**src/design/comparator_pkg.sv**
```systemverilog
// comparator control package: register map, field positions, reset values
// assumes an 8-bit register port with byte offsets
package comparator_pkg;
   localparam int unsigned ADDR_W = 3;
   localparam logic [2:0] OFF_CONTROL = 3'h0;
   localparam logic [2:0] OFF_INPUT_SELECT = 3'h2;
   localparam logic [2:0] OFF_IRQ_ENABLE = 3'h6;
   localparam logic [2:0] OFF_STATUS = 3'h7;
   // comparator_control fields
   localparam int unsigned BIT_ENABLE = 0;
   localparam int unsigned BIT_HYS_LO = 1;
   localparam int unsigned BIT_LOW_POWER = 3;
   localparam int unsigned BIT_EDGE_LO = 4;
   localparam int unsigned BIT_PIN_OUT = 6;
   localparam int unsigned BIT_STANDBY_RUN = 7;
   // input_select_control fields
   localparam int unsigned BIT_NEG_LO = 0;
   localparam int unsigned BIT_POS = 3;
   localparam int unsigned BIT_INVERT = 7;
   // status fields
   localparam int unsigned BIT_FLAG = 0;
   localparam int unsigned BIT_STATE = 4;
   localparam logic [7:0] CONTROL_RESET = 8'h00;
   localparam logic [7:0] INPUT_SELECT_RESET = 8'h00;
   localparam logic [7:0] IRQ_ENABLE_RESET = 8'h00;
   localparam logic [7:0] INPUT_SELECT_MASK = 8'h8B;
   localparam logic [7:0] IRQ_ENABLE_MASK = 8'h01;
   localparam int unsigned SYNC_STAGES = 2;
   typedef enum logic [1:0]
   {
      EDGE_BOTH = 2'h0,
      EDGE_RESERVED = 2'h1,
      EDGE_FALL = 2'h2,
      EDGE_RISE = 2'h3
   } edge_type;
   typedef enum logic [1:0]
   {
      HYS_OFF = 2'h0,
      HYS_SMALL = 2'h1,
      HYS_MIDDLE = 2'h2,
      HYS_LARGE = 2'h3
   } hysteresis_type;
   typedef enum logic [1:0]
   {
      NEG_PIN_ZERO = 2'h0,
      NEG_PIN_ONE = 2'h1,
      NEG_REFERENCE = 2'h2,
      NEG_CONVERTER = 2'h3
   } negative_type;
   typedef enum logic [1:0]
   {
      PWR_ACTIVE = 2'h0,
      PWR_IDLE = 2'h1,
      PWR_STANDBY = 2'h2,
      PWR_DOWN = 2'h3
   } power_type;
endpackage

```
**src/design/comparator_control.sv**
```systemverilog
// How it works
// - result high only when positive exceeds negative
// - one select bit picks positive pin
// - two-bit field picks negative source
// - hysteresis off or one of three levels
// - hysteresis codes 0 off, 1..3 rising
// - edge codes both, reserved, falling, rising
// - selected edge sets interrupt flag
// - request needs enable and flag
// - request held until flag or interrupt enable cleared
// - writing one clears flag, zero ignored
// - event follows output whenever enabled
// - low-power bit selects slow low-current mode
// - pin driven only with pin enable
// - invert applies to every consumer
// - idle sleep keeps normal operation
// - standby halts unless run-in-standby set
// - power-down disables comparator and pad
// - debug halt has no effect
// - four byte registers at 0,2,6,7
//
// digital control around one analog comparator
// assumes comparator raw output is asynchronous; register port on clk_sys
//
// The address-and-strobe port was decided locally.
`timescale 1ns/10ps
module comparator_control
   import comparator_pkg::*;
(
   input wire logic clk_sys,
   input wire logic resetn,
   input wire logic [ADDR_W-1:0] reg_addr,
   input wire logic [7:0] reg_wdata,
   input wire logic reg_write,
   input wire logic reg_read,
   output logic [7:0] reg_rdata,
   input wire logic [1:0] power_state,
   input wire logic debug_halt,
   input wire logic peripheral_clock_requested,
   input wire logic compare_raw,
   output logic comparator_enable,
   output logic positive_source_select,
   output logic [1:0] negative_source_select,
   output logic [1:0] hysteresis_select,
   output logic low_power_select,
   output logic compare_event,
   output logic pin_output,
   output logic pin_output_enable,
   output logic compare_irq
);
   typedef struct packed
   {
      logic [7:0] control;
      logic [7:0] input_select;
      logic [7:0] irq_enable;
      logic flag;
      logic level_prev;
      logic [7:0] rdata;
      logic active;
      logic pos;
      logic [1:0] neg;
      logic [1:0] hys;
      logic low_power;
      logic event_out;
      logic pad;
      logic pad_en;
      logic irq;
   } ctrl_state_type;

   ctrl_state_type st_r;
   ctrl_state_type st_nxt;
   logic level_sync_q;

   // a write of one clears the flag; a simultaneous edge still sets it
   function automatic logic edge_hit(input logic [1:0] mode, input logic prev, input logic cur);
      logic rise;
      logic fall;
      rise = !prev && cur;
      fall = prev && !cur;
      unique case (edge_type'(mode))
         EDGE_BOTH: edge_hit = rise || fall;
         EDGE_FALL: edge_hit = fall;
         EDGE_RISE: edge_hit = rise;
         EDGE_RESERVED: edge_hit = 1'b0;
      endcase
   endfunction

   function automatic logic wr_hit(input logic [ADDR_W-1:0] a, input logic [ADDR_W-1:0] off,
                                   input logic we);
      wr_hit = we && (a == off);
   endfunction

   // raw result is already high only when positive exceeds negative
   level_sync u_sync
   (
      .clk_sys(clk_sys),
      .resetn(resetn),
      .d(compare_raw),
      .q(level_sync_q)
   );

   always_comb
   begin
      logic running;
      logic clocked;
      logic level;
      logic stat_level;
      logic hit;
      logic [7:0] rd;
      running = 1'b0;
      clocked = 1'b0;
      level = 1'b0;
      stat_level = 1'b0;
      hit = 1'b0;
      rd = 8'h00;
      st_nxt = st_r;

      if (wr_hit(reg_addr, OFF_CONTROL, reg_write))
      begin
         st_nxt.control = reg_wdata;
      end
      if (wr_hit(reg_addr, OFF_INPUT_SELECT, reg_write))
      begin
         st_nxt.input_select = reg_wdata & INPUT_SELECT_MASK;
      end
      if (wr_hit(reg_addr, OFF_IRQ_ENABLE, reg_write))
      begin
         st_nxt.irq_enable = reg_wdata & IRQ_ENABLE_MASK;
      end

      // idle and active and debug halt all run normally
      unique case (power_type'(power_state))
         PWR_ACTIVE, PWR_IDLE:
         begin
            running = st_r.control[BIT_ENABLE];
            clocked = running;
         end
         PWR_STANDBY:
         begin
            running = st_r.control[BIT_ENABLE] && st_r.control[BIT_STANDBY_RUN];
            clocked = running && peripheral_clock_requested;
         end
         PWR_DOWN:
         begin
            running = 1'b0;
            clocked = 1'b0;
         end
      endcase

      // invert ahead of every consumer
      level = level_sync_q ^ st_r.input_select[BIT_INVERT];
      stat_level = running && level;

      st_nxt.active = running;
      st_nxt.pos = st_r.input_select[BIT_POS];
      st_nxt.neg = st_r.input_select[BIT_NEG_LO +: 2];
      st_nxt.hys = st_r.control[BIT_HYS_LO +: 2];
      st_nxt.low_power = st_r.control[BIT_LOW_POWER];
      st_nxt.event_out = stat_level;
      st_nxt.pad_en = running && st_r.control[BIT_PIN_OUT];
      st_nxt.pad = running && st_r.control[BIT_PIN_OUT] && level;

      // status and flag freeze while the peripheral clock is gone
      if (clocked)
      begin
         st_nxt.level_prev = level;
         hit = edge_hit(st_r.control[BIT_EDGE_LO +: 2], st_r.level_prev, level);
      end
      else
      begin
         st_nxt.level_prev = st_r.level_prev;
      end
      if (wr_hit(reg_addr, OFF_STATUS, reg_write) && reg_wdata[BIT_FLAG])
      begin
         st_nxt.flag = 1'b0;
      end
      if (hit)
      begin
         st_nxt.flag = 1'b1;
      end
      st_nxt.irq = st_nxt.flag && st_nxt.irq_enable[0];

      unique case (reg_addr)
         OFF_CONTROL: rd = st_r.control;
         OFF_INPUT_SELECT: rd = st_r.input_select;
         OFF_IRQ_ENABLE: rd = st_r.irq_enable;
         OFF_STATUS:
         begin
            rd = 8'h00;
            rd[BIT_STATE] = st_r.level_prev;
            rd[BIT_FLAG] = st_r.flag;
         end
         default: rd = 8'h00;
      endcase
      st_nxt.rdata = reg_read ? rd : 8'h00;
   end

   always_ff @(posedge clk_sys or negedge resetn)
   begin
      if (!resetn)
      begin
         st_r <= '0;
         st_r.control <= CONTROL_RESET;
         st_r.input_select <= INPUT_SELECT_RESET;
         st_r.irq_enable <= IRQ_ENABLE_RESET;
      end
      else
      begin
         st_r <= st_nxt;
      end
   end

   assign reg_rdata = st_r.rdata;
   assign comparator_enable = st_r.active;
   assign positive_source_select = st_r.pos;
   assign negative_source_select = st_r.neg;
   assign hysteresis_select = st_r.hys;
   assign low_power_select = st_r.low_power;
   assign compare_event = st_r.event_out;
   assign pin_output = st_r.pad;
   assign pin_output_enable = st_r.pad_en;
   assign compare_irq = st_r.irq;
endmodule

```
**src/design/level_sync.sv**
```systemverilog
// two-flop synchroniser for one asynchronous level
// assumes d comes from outside the clk_sys domain
`timescale 1ns/10ps
module level_sync
   import comparator_pkg::*;
(
   input wire logic clk_sys,
   input wire logic resetn,
   input wire logic d,
   output logic q
);
   typedef struct packed
   {
      logic [SYNC_STAGES-1:0] stage;
   } sync_state_type;

   sync_state_type st_r;
   sync_state_type st_nxt;

   always_comb
   begin
      st_nxt = st_r;
      st_nxt.stage = {st_r.stage[SYNC_STAGES-2:0], d};
   end

   always_ff @(posedge clk_sys or negedge resetn)
   begin
      if (!resetn)
      begin
         st_r <= '0;
      end
      else
      begin
         st_r <= st_nxt;
      end
   end

   assign q = st_r.stage[SYNC_STAGES-1];
endmodule

```
**config.mk**
```make
export PLATFORM = sky130hd
export DESIGN_NAME = comparator_control
export DESIGN_NICKNAME = d
export VERILOG_FILES = /design/src/design/comparator_pkg.sv /design/src/design/comparator_control.sv /design/src/design/level_sync.sv
export SDC_FILE = /design/constraint.sdc
export NUM_CORES = 1
export LEC_CHECK = 0
export ABC_AREA = 1
export BUFFER_PORTS_ARGS = -buffer_cell sky130_fd_sc_hd__buf_2
export CORE_MARGIN = 2
export CORE_UTILIZATION = 51
export DETAILED_ROUTE_END_ITERATION = 16
export GPL_TIMING_DRIVEN = 0
export PLACE_DENSITY = 0.87
export SYNTH_ARGS = -nofsm -noshare
export SYNTH_HDL_FRONTEND = slang
export SYNTH_SLANG_ARGS = --single-unit
```
**constraint.sdc**
```tcl
create_clock -name clk_sys -period 1.25 [get_ports clk_sys]
set_input_delay 0.125 -clock clk_sys [delete_from_list [all_inputs] [get_ports clk_sys]]
set_output_delay 0.125 -clock clk_sys [all_outputs]
set_load 0.01 [all_outputs]
```
* Yosys cells after proc, flatten, opt, wreduce, memory -nomap -nowiden *
Cells that the tools add are included.

cells by class
  equality and inequality tests = 9
  mux-type cells = 9
  bitwise operators = 1
  reductions and logical operators = 20

operators with widths
  operator                                       number
  one-hot mux 8 bit (4 select lines)             1
  logical AND 1 bit                              13
  == test 2 bit, second input constant           4
  two-way mux 8 bit                              1
  == test 3 bit, second input constant           2
  one-hot mux 1 bit (3 select lines)             2
  == test 2 x 1 -> 1 bit, second input constant  2
  zero test 2 bit                                2
  two-way mux 1 bit                              4
  one-hot mux 1 bit (4 select lines)             1
  == test 3 x 2 -> 1 bit, second input constant  1
  zero test 3 bit                                1
  zero test 1 bit                                2
  OR reduction 2 bit                             1
  logical OR 1 bit                               1
  bitwise XOR 1 bit                              1

word-level totals
  flip-flop bits (word level) = 36
  output and inout bits = 19
  word-level logic and storage cells = 55

* Depth between registers and ports, before layout *
  depth after elaboration = 8
  depth in mapped cells = 7
  depth with buffers taken out = 7

* Cells and area by module *
A second synthesis with hierarchy kept.

unflattened totals
  cell total of the unflattened synthesis = 152
  area, all modules = 1472.7 um2

by module, submodules not included
  module              times used  cells each  area each (um2)  seq. area each (um2)
  comparator_control  1           150         1422.6           850.8
  level_sync          1           2           50.0             50.0

* Worst setup path before layout *
Ideal clock, no wire load.

  path kind = register to register
  start point = register st_r[44] (netlist bit)
  end point = register st_r (netlist bit compare_irq)
  setup time = 77 ps
  arrival time = 848 ps
  path slack = 324 ps
  cell stages (with the launch flop) = 7
  buffers on the path = 0
  path through = dfrtp_1 -> nand2_1 -> nand2_1 -> nand2_1 -> nor2_1 -> nand2_1 -> a21oi_1

RTL lines
  what                      line                       text
  start: declaration        comparator_control.sv:70   ctrl_state_type st_r;
  start signal: assignment  comparator_control.sv:209  st_r <= st_nxt;

==> results.sh <==
export IMPL_status="complete, no violations"
export IMPL_netlist_instances=150
export IMPL_vdd_drop_max_uv=1080
export IMPL_nets=216
export IMPL_crit_start="st_r[36]$_DFFE_PN0P_"
export IMPL_firstDrtPassIters=4
export IMPL_max_stage_delay_ps=420
export IMPL_r2r_start="st_r[36]$_DFFE_PN0P_"
export IMPL_finalPower_mw=2.58
export IMPL_pwr_share_clk=0.245
export IMPL_final_util=0.650
export IMPL_grt_start_max_net_pins=37
export IMPL_finalHoldViolCount=0
export IMPL_syn_area_um2=1470
export IMPL_avgSynthCellArea_um2=9.78
export IMPL_port_buffers=37
export IMPL_die_area_um2=3320
export IMPL_dp_hpwl_mm=1.80
export IMPL_syn2layout_area_growth_pct=21.1
export IMPL_switching_power_uw=726
export IMPL_multi_input_area_um2=379
export IMPL_min_period_ps=1080
export IMPL_fmax_ghz=0.927
export IMPL_seq_area_frac_synth=0.614
export IMPL_cpMaxStageDelayCell="dfrtp_1"
export IMPL_drive_gt1_frac=0.360
export IMPL_arrival_ps=1350
export IMPL_post_route_drc_count=0
export IMPL_worstPathCellList="inv_1 > nand2_1 > nand2_1 > nand3_1 > nand2_1 > nand2_1 > a21oi_2"
export IMPL_pwr_share_seq=0.559
export IMPL_critPathRequiredTime_ps=1520
export IMPL_critical_path_startpoint_type="flip-flop"
export IMPL_synthArstFlopShare=1.00
export IMPL_fill_cells=222
export IMPL_ys_ff_latch=36
export IMPL_grt_total_usage=0.168
export IMPL_cts_root_buf="clkbuf_4"
export IMPL_antenna_left=0
export IMPL_clk_latency_ps=330
export IMPL_grt_ovfl_total=0
export IMPL_hp_start="reg_wdata[6]"
export IMPL_synth_top_area_cell="dfrtp_1"
export IMPL_clk_pin_slew_ps=100
export IMPL_grt_pass1_vias=982
export IMPL_worstSetupPathType="reg -> reg"
export IMPL_tightest_slew_ps=767
export IMPL_synth_warnings=0
export IMPL_vias_per_cell=4.73
export IMPL_p_leak_nw=1.01
export IMPL_cts_tree="done"
export IMPL_synth_top_cell_area_share=0.614
export IMPL_max_slew_margin=0.489
export IMPL_start_util=0.537
export IMPL_cts_made_buffers=5
export IMPL_finClkSkew_ps=1.81
export IMPL_synthFlopType="dfrtp_1"
export IMPL_hold_class="in -> reg"
export IMPL_cp_top_family="flip-flops"
export IMPL_synth_nets=170
export IMPL_netlist_top_cells_count="36 x dfrtp_1, 34 x nand2_1, 21 x inv_1"
export IMPL_dpl_cell_area_um2=1690
export IMPL_num_vias=1079
export IMPL_routed_wl_mm=2.40
export IMPL_synth_cell_types=20
export IMPL_drv_cap=0
export IMPL_diodes=0
export IMPL_maxSlewViolCount=0
export IMPL_cp_max_fo=4
export IMPL_crit_top_cell="nand2_1"
export IMPL_cts_sinks=36
export IMPL_cp_end_kind="flip-flop"
export IMPL_antenna_found_initial=0
export IMPL_grt_setup_unrepaired="no"
export IMPL_core_um2=2730
export IMPL_die_w_um=57.6
export IMPL_synth_area_top_cells="dfrtp_1 61%, nand2_1 8.7%, buf_4 6.1%"
export IMPL_setup_violations_final=0
export IMPL_gp_congestion=0.761
export IMPL_post_synth_top_count_cell="dfrtp_1"
export IMPL_post_route_period_util=0.863
export IMPL_grt_pass1_wl_mm=4.20
export IMPL_drt_wirelength_per_cell_um=10.5
export IMPL_synth_edff_count=0
export IMPL_fp_dieH_um=57.6
export IMPL_row_count=19
export IMPL_clockBufferDepth=2
export IMPL_tns_ps=0
export IMPL_h_tree_depth=2
export IMPL_power_density_nw_per_um2=1450
export IMPL_p_int_mw=1.85
export IMPL_io_pins=39
export IMPL_critPathBufInv=1
export IMPL_final_area_um2=1780
export IMPL_switching_share=0.281
export IMPL_pwr_share_comb=0.196
export IMPL_register_area_um2=901
export IMPL_drtIter0Drc=19
[tightest hold or removal path, delay by kind of cell]
| kind | cells | cell delay (ps) |
|---|---|---|
| buffers and inverters | 1 | 80 |
| AND/OR/NAND/NOR | 1 | 40 |
| AO/OA/AOI/OAI | 1 | 90 |
[metrics by stage]
| step | worst slack, ps | hold slack, ps | cells |
|---|---|---|---|
| final | 172 | 32.7 | 228 |
| after global routing | 30.9 | 33.0 | 228 |
| after CTS | 142 | 25.7 | 228 |
| after detailed placement | 149 | 235 | 218 |
| after global placement | 211 | 233 | 218 |
| after floorplan | 324 | -171 | 150 |
[per-layer routing]
layer	vias up	GRT usage	wire length, um
li1	539	-	-
met1	501	0.220	1010
met2	34	0.260	1180
met3	5	0.0491	169
met4	0	0.0797	38
met5	-	0	0
[registers in the layout, summed over array words and instances (netlist names), 2 cells and up]
signal                  cells
st_r                        9
reg_rdata                   8
st_nxt                      6
hysteresis_select           2
negative_source_select      2
u_sync.st_r                 2
[path summary, 6_finish.rpt]
kind                       slack, ps                          to  depth (start not counted)
min                               30        st_r[43]$_DFFE_PN0P_                          3
max in group asynchronous        370  low_power_select$_DFF_PN0_                          2
max                              170       compare_irq$_DFF_PN0_                          7
min in group asynchronous        400        st_r[42]$_DFFE_PN0P_                          2
max reg2reg                      170       compare_irq$_DFF_PN0_                          7
min reg2reg                      360    u_sync.st_r[1]$_DFF_PN0_                          0
[power groups by stage]
stage	registers (mW)	clock network, mW	logic [mW]
4_1_cts	1.44	0.639	0.503
3_5_place_dp	1.46	0	0.498
3_3_place_gp	1.46	0	0.483
6_report	1.44	0.631	0.506
5_1_grt	1.46	0.704	0.584
2_1_floorplan	1.47	0	0.302
[layout make-up]
class                   instances  share of cell area
inverters                      23              0.0500
plain buffers                  13              0.0592
well taps                      31              0.0218
clock buffers                   8              0.0331
multi-input cells              78               0.213
flip-flops and latches         36               0.507
repair buffers                 39               0.115
[cell usage in the layout (no fill, tap or decap)]
cell type	instances
o22ai_1	1
buf_2	37
buf_4	12
a21oi_1	5
dfrtp_1	36
clkbuf_1	2
nand2_2	1
nor3_1	1
buf_8	1
o21ai_2	4
clkbuf_4	5
nand2_1	34
dlygate4sd3_1	2
nand4_1	1
inv_1	21
a21oi_2	5
inv_4	1
nor2_1	13
nor2_2	2
o21ai_0	7
a31oi_1	1
nand2_4	1
inv_2	1
nand3_1	2
clkbuf_8	1
[kinds of logic (layout without fill, tap and decap cells)]
group,count (synthesis),count (layout),synth area share
AND/OR/NAND/NOR,55,55,0.153
flip-flops,36,36,0.614
buffers and inverters,36,83,0.132
AO/OA/AOI/OAI,23,23,0.101
[what timing repair did]
item	CTS	global route
endpoints found under the hold margin	37	0
gates resized for setup	0	2
endpoints found under the setup margin	0	1
setup buffers	0	0
hold buffers	2	0
No activity file was read; power rests on OpenSTA's default activity.
